[src/common/vas_pkg.sv]
`default_nettype none
package vas_pkg;
	localparam int          LANE_W          = 32;
	localparam int          REG_ADDR_W      = 8;
	// Instruction fields, bit 0 of the printed layout is instr[31]
	localparam logic [5:0]  OPC_PRIMARY     = 6'h04;
	localparam logic [4:0]  FIELD_ZERO      = 5'h00;
	localparam logic [10:0] XO_SUB_SMOD     = 11'h4cb;
	localparam logic [10:0] XO_SUB_SSAT     = 11'h4c3;
	localparam logic [10:0] XO_SUB_USAT     = 11'h4c2;
	localparam logic [10:0] XO_SUB_UMOD     = 11'h4ca;
	localparam logic [10:0] XO_MOVE_ACC     = 11'h4c4;
	localparam logic [10:0] XO_MAC_UNS      = 11'h558;
	// Saturation values per lane
	localparam logic [31:0] SAT_POS         = 32'h7fffffff;
	localparam logic [31:0] SAT_NEG         = 32'h80000000;
	localparam logic [31:0] SAT_UNS_FLOOR   = 32'h00000000;
	// Register map, byte addresses
	localparam logic [7:0]  REG_STATUS      = 8'h00;
	localparam logic [7:0]  REG_EVENT       = 8'h04;
	localparam logic [7:0]  REG_MASK        = 8'h08;
	localparam logic [7:0]  REG_ACC_HI      = 8'h0c;
	localparam logic [7:0]  REG_ACC_LO      = 8'h10;
	// Status fields
	localparam int          ST_SAT_LO       = 0;
	localparam int          ST_SAT_HI       = 1;
	localparam int          ST_STICKY_LO    = 2;
	localparam int          ST_STICKY_HI    = 3;
	localparam int          ST_BIG_ENDIAN   = 8;
	localparam logic        BIG_ENDIAN_RST  = 1'b1;
	// Event fields
	localparam int          EV_SAT_LO       = 0;
	localparam int          EV_SAT_HI       = 1;
	localparam int          EV_ALIGN        = 2;
	localparam int          EV_W            = 3;
	localparam logic [2:0]  MASK_RST        = 3'h0;

	typedef enum logic [1:0] {MK_LOAD_DD, MK_LOAD_DW, MK_STORE, MK_SCALAR} vas_mem_kind_t;

	typedef struct packed {
		logic        valid;
		logic [31:0] instr;
		logic [63:0] src_a;
		logic [63:0] src_b;
	} vas_issue_t;

	typedef struct packed {
		logic        valid;
		logic [63:0] data;
	} vas_result_t;

	typedef struct packed {
		logic          valid;
		vas_mem_kind_t kind;
		logic          indexed;
		logic [4:0]    base_field;
		logic [63:0]   base;
		logic [63:0]   index;
		logic [31:0]   disp;
	} vas_mem_req_t;

	typedef struct packed {
		logic        valid;
		logic [31:0] ea;
		logic        fault;
		logic [63:0] data;
	} vas_mem_resp_t;
endpackage
`default_nettype wire

[src/core/vas_acc_unit.sv]
// Chosen here: the register offsets and the plain strobed port.
`default_nettype none
////////////////////////////////////////////////////////////////////////////////
// Contract
// - Modulo subtracts write lanes to result and accumulator
// - Decode signed saturating subtract opcode
// - Signed saturation clamps to max or min
// - Per-lane flags set, sticky flags accumulate
// - Decode unsigned saturating subtract opcode
// - Unsigned borrow clamps lane to zero
// - Unsigned borrow reported through same flags
// - Decode unsigned modulo subtract, flags untouched
// - Move copies source into accumulator and result
// - Base field zero selects base zero
// - Address uses low 32 bits only
// - Scalar load keeps destination upper half
// - Unaligned double-word access raises alignment fault; only ea[1:0] is checked, so a word-aligned access does not fault
// - Little-endian word load reverses each word
// - Indexed address is base plus index
// - Multiply-accumulate adds 64-bit product, keeps 64
module vas_acc_unit
	import vas_pkg::*;
#(
	parameter int ADDR_W = REG_ADDR_W
)(
	input  wire logic              clock,
	input  wire logic              rst,
	input  wire vas_issue_t        issue,
	input  wire vas_mem_req_t      mem_req,
	input  wire logic [63:0]       mem_rdata,
	input  wire logic [63:0]       dest_old,
	input  wire logic [ADDR_W-1:0] reg_addr,
	input  wire logic [31:0]       reg_wdata,
	input  wire logic              reg_wr,
	input  wire logic              reg_rd,
	output logic      [31:0]       reg_rdata,
	output var vas_result_t        result,
	output var vas_mem_resp_t      mem_resp,
	output logic                   irq
);
	generate
		if (ADDR_W < 5) begin : g_chk
			$error("ADDR_W too small for register map");
		end
	endgenerate

	////////////////////////////////////////////////////////////////////////////
	// Decode

	logic          common_ok;
	logic          op_smod;
	logic          op_ssat;
	logic          op_usat;
	logic          op_umod;
	logic          op_move;
	logic          op_mac;
	logic          sub_op;
	logic          sat_op;
	logic          signed_op;

	assign common_ok = issue.valid && (issue.instr[31:26] == OPC_PRIMARY);
	assign op_smod   = common_ok && (issue.instr[15:11] == FIELD_ZERO) && (issue.instr[10:0] == XO_SUB_SMOD);
	assign op_ssat   = common_ok && (issue.instr[15:11] == FIELD_ZERO) && (issue.instr[10:0] == XO_SUB_SSAT);
	assign op_usat   = common_ok && (issue.instr[15:11] == FIELD_ZERO) && (issue.instr[10:0] == XO_SUB_USAT);
	assign op_umod   = common_ok && (issue.instr[15:11] == FIELD_ZERO) && (issue.instr[10:0] == XO_SUB_UMOD);
	assign op_move   = common_ok && (issue.instr[15:11] == FIELD_ZERO) && (issue.instr[10:0] == XO_MOVE_ACC);
	assign op_mac    = common_ok && (issue.instr[10:0] == XO_MAC_UNS);
	assign sub_op    = op_smod | op_ssat | op_usat | op_umod;
	assign sat_op    = op_ssat | op_usat;
	assign signed_op = op_smod | op_ssat;

	////////////////////////////////////////////////////////////////////////////
	// Datapath

	logic [63:0]  acc;
	logic [63:0]  sub_res;
	logic [1:0]   lane_sat;
	logic [63:0]  product;
	logic [64:0]  mac_sum;
	logic [63:0]  op_value;
	logic         op_hit;

	generate
		for (genvar i = 0; i < 2; i++) begin : g_lane
			vas_lane_sub u_lane (
				.acc_lane  (acc[LANE_W*i +: LANE_W]),
				.a_lane    (issue.src_a[LANE_W*i +: LANE_W]),
				.signed_op (signed_op),
				.sat_op    (sat_op),
				.res       (sub_res[LANE_W*i +: LANE_W]),
				.sat       (lane_sat[i])
			);
		end
	endgenerate

	assign product  = {32'h0, issue.src_a[31:0]} * {32'h0, issue.src_b[31:0]};
	assign mac_sum  = {1'b0, acc} + {1'b0, product};
	// Zero operands leave the total unchanged, which is how software reads it
	assign op_value = op_move ? issue.src_a : (op_mac ? mac_sum[63:0] : sub_res);
	assign op_hit   = sub_op | op_move | op_mac;

	// Whole 64-bit word written at once, never one lane alone
	always_ff @(posedge clock or posedge rst) begin
		if (rst) begin
			acc <= 64'h0;
		end else if (op_hit) begin
			acc <= op_value;
		end
	end

	always_ff @(posedge clock or posedge rst) begin
		if (rst) begin
			result <= '0;
		end else begin
			result.valid <= op_hit;
			result.data  <= op_hit ? op_value : 64'h0;
		end
	end

	////////////////////////////////////////////////////////////////////////////
	// Load and store addressing

	logic [31:0]   ea;
	logic          misaligned;
	logic [63:0]   load_data;
	logic          big_endian;

	vas_agen u_agen (
		.req        (mem_req),
		.mem_rdata  (mem_rdata),
		.dest_old   (dest_old),
		.big_endian (big_endian),
		.ea         (ea),
		.misaligned (misaligned),
		.load_data  (load_data)
	);

	always_ff @(posedge clock or posedge rst) begin
		if (rst) begin
			mem_resp <= '0;
		end else begin
			mem_resp.valid <= mem_req.valid;
			mem_resp.ea    <= ea;
			mem_resp.fault <= mem_req.valid & misaligned;
			// A faulting load completes nothing, so the old value is returned
			mem_resp.data  <= (mem_req.valid && !misaligned) ? load_data : dest_old;
		end
	end

	////////////////////////////////////////////////////////////////////////////
	// Registers

	logic          sat_lo;
	logic          sat_hi;
	logic          sticky_lo;
	logic          sticky_hi;
	logic [EV_W-1:0] evt;
	logic [EV_W-1:0] mask;
	logic          wr_status;
	logic          wr_event;
	logic          wr_mask;
	logic          next_sat_lo;
	logic          next_sat_hi;
	logic          next_sticky_lo;
	logic          next_sticky_hi;
	logic          next_big_endian;
	logic [EV_W-1:0] evt_set;
	logic [EV_W-1:0] next_evt;
	logic [31:0]   status_word;
	logic [31:0]   read_mux;

	assign wr_status       = reg_wr && (reg_addr == ADDR_W'(REG_STATUS));
	assign wr_event        = reg_wr && (reg_addr == ADDR_W'(REG_EVENT));
	assign wr_mask         = reg_wr && (reg_addr == ADDR_W'(REG_MASK));

	// Hardware update wins over a software write in the same cycle
	assign next_sat_lo     = sat_op ? lane_sat[0] : (wr_status ? reg_wdata[ST_SAT_LO] : sat_lo);
	assign next_sat_hi     = sat_op ? lane_sat[1] : (wr_status ? reg_wdata[ST_SAT_HI] : sat_hi);
	assign next_sticky_lo  = (wr_status ? reg_wdata[ST_STICKY_LO] : sticky_lo) | (sat_op & lane_sat[0]);
	assign next_sticky_hi  = (wr_status ? reg_wdata[ST_STICKY_HI] : sticky_hi) | (sat_op & lane_sat[1]);
	assign next_big_endian = wr_status ? reg_wdata[ST_BIG_ENDIAN] : big_endian;

	assign evt_set[EV_SAT_LO] = sat_op & lane_sat[0];
	assign evt_set[EV_SAT_HI] = sat_op & lane_sat[1];
	assign evt_set[EV_ALIGN]  = mem_req.valid & misaligned;
	assign next_evt        = (evt & ~(wr_event ? reg_wdata[EV_W-1:0] : {EV_W{1'b0}})) | evt_set;

	always_ff @(posedge clock or posedge rst) begin
		if (rst) begin
			sat_lo     <= 1'b0;
			sat_hi     <= 1'b0;
			sticky_lo  <= 1'b0;
			sticky_hi  <= 1'b0;
			big_endian <= BIG_ENDIAN_RST;
		end else begin
			sat_lo     <= next_sat_lo;
			sat_hi     <= next_sat_hi;
			sticky_lo  <= next_sticky_lo;
			sticky_hi  <= next_sticky_hi;
			big_endian <= next_big_endian;
		end
	end

	always_ff @(posedge clock or posedge rst) begin
		if (rst) begin
			evt  <= '0;
			mask <= MASK_RST;
		end else begin
			evt  <= next_evt;
			mask <= wr_mask ? reg_wdata[EV_W-1:0] : mask;
		end
	end

	always_comb begin
		status_word                = 32'h0;
		status_word[ST_SAT_LO]     = sat_lo;
		status_word[ST_SAT_HI]     = sat_hi;
		status_word[ST_STICKY_LO]  = sticky_lo;
		status_word[ST_STICKY_HI]  = sticky_hi;
		status_word[ST_BIG_ENDIAN] = big_endian;
	end

	always_comb begin
		case (reg_addr)
			ADDR_W'(REG_STATUS): read_mux = status_word;
			ADDR_W'(REG_EVENT):  read_mux = {{(32-EV_W){1'b0}}, evt};
			ADDR_W'(REG_MASK):   read_mux = {{(32-EV_W){1'b0}}, mask};
			ADDR_W'(REG_ACC_HI): read_mux = acc[63:32];
			ADDR_W'(REG_ACC_LO): read_mux = acc[31:0];
			default:             read_mux = 32'h0;
		endcase
	end

	// Data valid only in the cycle after the strobe
	always_ff @(posedge clock or posedge rst) begin
		if (rst) begin
			reg_rdata <= 32'h0;
		end else begin
			reg_rdata <= reg_rd ? read_mux : 32'h0;
		end
	end

	assign irq = |(evt & mask);

	////////////////////////////////////////////////////////////////////////////
	// Checks

	// Wrapped low-lane difference, an independent overflow reference
	logic [31:0]   lo_wrap;
	assign lo_wrap = acc[31:0] - issue.src_a[31:0];
endmodule // vas_acc_unit
`default_nettype wire

[src/core/vas_agen.sv]
`default_nettype none
module vas_agen
	import vas_pkg::*;
(
	input  wire vas_mem_req_t req,
	input  wire logic [63:0]  mem_rdata,
	input  wire logic [63:0]  dest_old,
	input  wire logic         big_endian,
	output logic [31:0]       ea,
	output logic              misaligned,
	output logic [63:0]       load_data
);
	logic [31:0] base_eff;
	logic [31:0] offset;
	logic [63:0] words_le;
	logic [63:0] dword_le;
	logic        dword_op;

	assign base_eff   = (req.base_field == FIELD_ZERO) ? 32'h00000000 : req.base[31:0];
	assign offset     = req.indexed ? req.index[31:0] : req.disp;
	assign ea         = base_eff + offset;
	assign dword_op   = (req.kind != MK_SCALAR);
	assign misaligned = dword_op & (ea[1:0] != 2'h0);

	generate
		for (genvar b = 0; b < 8; b++) begin : g_swap
			assign words_le[8*b +: 8] = mem_rdata[8*((b & 4) + 3 - (b & 3)) +: 8];
			assign dword_le[8*b +: 8] = mem_rdata[8*(7 - b) +: 8];
		end
	endgenerate

	always_comb begin
		case (req.kind)
			MK_LOAD_DW: load_data = big_endian ? mem_rdata : words_le;
			MK_LOAD_DD: load_data = big_endian ? mem_rdata : dword_le;
			MK_SCALAR:  load_data = {dest_old[63:32], mem_rdata[31:0]};
			default:    load_data = dest_old;
		endcase
	end
endmodule // vas_agen
`default_nettype wire

[src/core/vas_lane_sub.sv]
`default_nettype none
module vas_lane_sub
	import vas_pkg::*;
(
	input  wire logic [LANE_W-1:0] acc_lane,
	input  wire logic [LANE_W-1:0] a_lane,
	input  wire logic              signed_op,
	input  wire logic              sat_op,
	output logic      [LANE_W-1:0] res,
	output logic                   sat
);
	logic [LANE_W:0]   ext_acc;
	logic [LANE_W:0]   ext_a;
	logic [LANE_W:0]   diff;
	logic              over;
	logic [LANE_W-1:0] sat_val;

	assign ext_acc = {signed_op & acc_lane[LANE_W-1], acc_lane};
	assign ext_a   = {signed_op & a_lane[LANE_W-1], a_lane};
	assign diff    = ext_acc - ext_a;
	// Top two bits disagree on signed overflow; top bit alone is the borrow
	assign over    = signed_op ? (diff[LANE_W] ^ diff[LANE_W-1]) : diff[LANE_W];
	assign sat     = sat_op & over;
	assign sat_val = signed_op ? (diff[LANE_W] ? SAT_NEG : SAT_POS) : SAT_UNS_FLOOR;
	assign res     = sat ? sat_val : diff[LANE_W-1:0];
endmodule // vas_lane_sub
`default_nettype wire

[config.mk]
export PLATFORM = sky130hd
export DESIGN_NAME = vas_acc_unit
export DESIGN_NICKNAME = d
export VERILOG_FILES = /design/src/common/vas_pkg.sv /design/src/core/vas_acc_unit.sv /design/src/core/vas_agen.sv /design/src/core/vas_lane_sub.sv
export SDC_FILE = /design/constraint.sdc
export NUM_CORES = 2
export LEC_CHECK = 0
export ABC_CLOCK_PERIOD_IN_PS = 10200
export BUFFER_PORTS_ARGS = -buffer_cell sky130_fd_sc_hd__buf_2
export CORE_MARGIN = 3
export CORE_UTILIZATION = 45
export CTS_BUF_LIST = sky130_fd_sc_hd__clkbuf_4 sky130_fd_sc_hd__clkbuf_8 sky130_fd_sc_hd__clkbuf_16
export DETAILED_ROUTE_END_ITERATION = 7
export PLACE_DENSITY = 0.77
export SETUP_SLACK_MARGIN = 0.05
export SLEW_MARGIN = 20
export SYNTH_ARGS = -nofsm -noshare
export SYNTH_HDL_FRONTEND = slang
export SYNTH_SLANG_ARGS = --single-unit
[constraint.sdc]
create_clock -name clock -period 10.2 [get_ports clock]
set_input_delay 2.04 -clock clock [delete_from_list [all_inputs] [get_ports clock]]
set_output_delay 2.04 -clock clock [all_outputs]
set_load 0.02 [all_outputs]
Word level (Yosys, flattened, before mapping)
Index checks and enable logic that the tools add are counted.

Flip-flop bits (word level): 270. Input bits: 502. Output and inout bits: 196. Word-level logic and storage cells: 104.

Multipliers: 1. Multiplexer cells: 26. Reduce and logical (&&, ||, !) cells: 20. Equality and inequality tests: 14. $add $sub $neg: 4. Bitwise gates (word level): 24.

Operator list (number): 2-to-1 mux 64 bit (6); 2-to-1 mux 32 bit (9); one-hot mux 64 bit (3 select lines) (1); one-hot mux 32 bit (5 select lines) (1); == test 11 bit (second input constant) (6); subtractor 33 bit (2); adder 64 bit (1); multiplier 32 x 32 -> 64 bit (1); adder 32 bit (1); == test 8 x 4 -> 1 bit (second input constant) (2); logical AND 1 bit (12); AND 1 bit (10); logical NOT 5 bit (2); == test 8 x 3 -> 1 bit (second input constant) (1); == test 8 x 5 -> 1 bit (second input constant) (1); logical NOT 8 bit (1); 2-to-1 mux 1 bit (8); OR 1 bit (8); AND 3 bit (2); == test 6 x 3 -> 1 bit (second input constant) (1); nonzero test 2 bit (2); 2-to-1 mux 3 bit (1); inverter 3 bit (1); OR 3 bit (1); other kinds (7) (8).

Depth between registers and ports, before layout
Word-level depth: 14. Mapped depth: 30. Gate-level depth less buffers: 29.

Cells and area by module
From an unflattened synthesis, not the netlist that was laid out.

Cell total of the unflattened synthesis: 6242. Area, all modules: 54707.5 µm².

Modules (own cells, without submodules): vas_acc_unit (instances 1, area an instance 45188.3 µm², cells each 4809, sequential area each 6757.7 µm²); vas_agen (instances 1, area an instance 4862.2 µm², cells each 741, sequential area each 0.0 µm²); vas_lane_sub (instances 2, area an instance 2328.5 µm², cells each 346, sequential area each 0.0 µm²).

Worst setup path after synthesis
Ideal clock, no wire load.

Path kind: input to register. From: input port issue[95] (netlist bit). To: register acc[58]. Arrival: 9.389 ns. Path slack: 0.661 ns. Data required time: 10.050 ns. Library setup time: 0.150 ns. Stages on the path: 29. Path through: clkbuf_1 > clkbuf_1 > nand2_1 > fa_1 > inv_1 > fa_1 > fa_1 > inv_1 > fa_1 > inv_1 > fa_1 > fa_1 > fa_1 > inv_1 > fa_1 > inv_1 > ha_1 > clkbuf_1 > o21ai_0 > nor2_1 > or4_1 > a41o_1 > nor4_2 > o41a_2 > o21ai_1 > a31oi_1 > xnor2_1 > a221oi_1 > a222oi_1.

Longest elaborated chain between the ends: 4.

Ends and longest elaborated chain: from (decl) (line vas_acc_unit.sv:28) `input wire vas_issue_t issue,`; multiplier 32 x 32 -> 64 bit (line vas_acc_unit.sv:96) `assign product = {32'h0, issue.src_a[31:0]} * {32'h0, issue.src_b[31:0]};`; adder 64 bit (line vas_acc_unit.sv:97) `assign mac_sum = {1'b0, acc} + {1'b0, product};`; 2-to-1 mux 64 bit (2 in a row) (line vas_acc_unit.sv:99) `assign op_value = op_move ? issue.src_a : (op_mac ? mac_sum[63:0] : sub_res);`; to (signal assigned) (line vas_acc_unit.sv:107) `acc <= op_value;`; to (decl) (line vas_acc_unit.sv:75) `logic [63:0] acc;`.

Every way passes these cells. A chain may end at the register's enable or synchronous reset.

Worst setup path in the final report
From: input port issue[79] (netlist bit). To: register acc[58].

The elaborated chain is that of the path after synthesis.

==> results.ini <==
[timing]
clock_skew_ns = 0.0217
final-setup-viol-count = 0
slew_violations = 0
finalHoldViolCount = 0
min_period_over_period_pct = 95.7
holdWs_ns = 0.501
worstMarginPinSlew_ns = 1.15
timing.fmax_mhz = 102
slew_headroom_pct = 21.4
fin_tns_setup_ns = 0
period_needed_ns = 9.77
grt_setup_unrepaired = false

[placed_design]
port_buffers = 564
place.gp.congestion = 1.01
place_hpwl_mm = 159

[clock_tree]
htree_levels = 2
tritoncts = done
post_cts_resized = 0
clock-root-buffer = clkbuf_16
cts_inserted_buffers = 36
cts_max_path_buffers = 3
clock_latency_ns = 0.61
cts_setup_buffers = 0
holdBufCountCts = 0
clk_pin_slew_ns = 0.06
clock-sinks = 270

[detailed_routing]
drc_errors = 0
wirelength_mm = 186
num_vias = 44900
wl_per_cell_microns = 22.9
avgViaCountPerCell = 5.53
antenna_left = 0
firstDrtPassIters = 8
drt_iter0_markers = 3790

[synthesis]
yosysSeqAreaShare_pct = 12.8
ys_warn_count = 0
synth_area_leaders = fa_1 36%, dfrtp_1 13%, inv_1 8.4%
syn-mean-instance-area_sq_um = 8.71
synthArstFlopShare_pct = 100
synth_edf_count = 0
synth_ff_type = dfrtp_1
yosys.area.top_type_share_pct = 36.4
syn_nets = 7871
ys_types = 92
synth_cells = 6069
synthTopCellsByCount = 1,187 x inv_1, 962 x fa_1, 773 x nand2_1, 462 x and2_1, 338 x ha_1
synth_seq_cells = 270
synth_most_common_cell = inv_1
netlist.top_cell.by_area = fa_1
netlist_area_sq_um = 52900

[floorplanning]
fp.dieH_microns = 349
start_util_pct = 45.4
die_area_sq_um = 122000
pin_count = 698
core_sq_um = 116000
rows = 125
die_w_microns = 349

[cells_and_area]
area_growth_pct = 12.0
drive_above_1_share_pct = 13.8
final_util_pct = 50.9
nNetsFinal = 8325

[worst_setup_path]
required_ns = 10.63
path_max_fanout = 21
critPathKind = primary input to register
crit_path_end_kind = register
worst_setup_path_start_kind = primary input
worst-r2r-setup-slack_ns = 1.85
worstPathArrival_ns = 10.20

[grt]
grt_max_degree = 107
grt_pass1_wl_mm = 283
grt_overflow = 0
antenna_found_initial = 56
track_usage_pct = 30.7
grt_pass1_vias = 47200

[status]
status = completed

[hold_path]
min_path_type = register to register

[flow_run]
max_cap_viol_count = 0

==> registers in the layout, summed over array words and instances, names as in the netlist, 3 cells and up <==
register / flops
mask: 3
reg_rdata: 32
evt: 3
acc: 64
result: 65
mem_resp: 98
==> critical path, stage by stage <==
cell      delay, ns
buf_2          0.45
nand2_1        0.16
fa_1           0.52
fa_1           0.53
fa_1           0.59
fa_1           0.46
fa_1           0.57
inv_1          0.05
fa_1           0.48
fa_1           0.52
inv_1          0.06
fa_1           0.49
inv_1          0.05
ha_1           0.36
nand4_1        0.17
nor3_1         0.23
nand2_1        0.13
a311oi_1       0.30
buf_4          0.23
nor4_2         0.07
o41a_2         0.54
o21ai_1        0.25
a31oi_1        0.17
xnor2_1        0.18
a221oi_1       0.39
a222oi_1       0.14
==> worst paths after layout <==
path,startpoint,end,cells after the start
max reg2reg,acc[28]$_DFFE_PP0P_,acc[58]$_DFFE_PP0P_,27
min reg2reg,sticky_lo$_DFF_PP0_,sticky_lo$_DFF_PP0_,2
max in group asynchronous,rst,result[15]$_DFF_PP0_,3
max,issue[79],acc[58]$_DFFE_PP0P_,26
min in group asynchronous,rst,result[50]$_DFF_PP0_,2
min,sticky_lo$_DFF_PP0_,sticky_lo$_DFF_PP0_,2
==> cell type report <==
class | count | area [sq um]
clock buffers | 41 | 963
fillers | 10900 | 57200
flip-flops and latches | 270 | 6760
diodes | 37 | 92.6
inverters | 1188 | 4470
multi-input cells | 4268 | 40400
repair buffers | 759 | 4340
clock inverters | 23 | 285
well taps | 1524 | 1910
==> per-stage QoR <==
stage,std cells,setup WS [ns],cell area [sq um]
final,8110,0.435,59200
after global routing,8095,0.125,59200
after CTS,8073,0.529,59100
after detailed placement,8009,-0.0518,57900
after global placement,8009,0.00267,57900
after floorplan,6069,0.661,52900
==> routing by layer <==
layer / vias to the layer above / part of all wire (%) / global-route usage, %
li1: 19800 / - / -
met1: 22500 / 36 / 36.4
met2: 2101 / 48 / 51.5
met4: 28 / 6.7 / 16.7
met5: - / 0.089 / 0
met3: 489 / 9.3 / 7.54
==> cells in the final DEF (no fill, tap or decap), types with 25 or more instances in the layout <==
cell / synthesis / layout
mux2_2: 38 / 38
a221o_1: 25 / 25
mux2i_1: 73 / 73
nand3_1: 41 / 41
fa_1: 962 / 962
and2_1: 462 / 462
clkbuf_16: 0 / 36
nand4_1: 32 / 32
nor2b_1: 42 / 42
a21o_1: 101 / 101
xnor2_1: 96 / 96
ha_1: 338 / 338
a31oi_1: 54 / 54
nand2_1: 773 / 772
nor2_1: 284 / 281
dfrtp_1: 269 / 269
xor2_1: 53 / 53
o21a_1: 28 / 28
nor3_1: 40 / 39
inv_1: 1187 / 1186
buf_2: 12 / 563
buf_4: 1 / 192
o21ai_0: 182 / 181
a22oi_1: 43 / 43
a21oi_1: 308 / 308
diode_2: 0 / 37
o21bai_1: 28 / 28
==> cell families (layout without fill, tap and decap cells) <==
logic type | Yosys count | after routing | share of synthesized area [%]
compound gates | 936 | 936 | 11.3
xor+xnor | 149 | 149 | 2.47
fa+ha+maj | 1300 | 1300 | 44.4
buf+inv | 1531 | 2011 | 10.9
flops | 270 | 270 | 12.8
mux | 112 | 112 | 2.22
other cells | 0 | 37 | 0
simple gates | 1771 | 1771 | 15.9
Power is left out: the tool's default activity adds up to more than one toggle a clock period on the data nets, which glitch-free logic cannot reach.
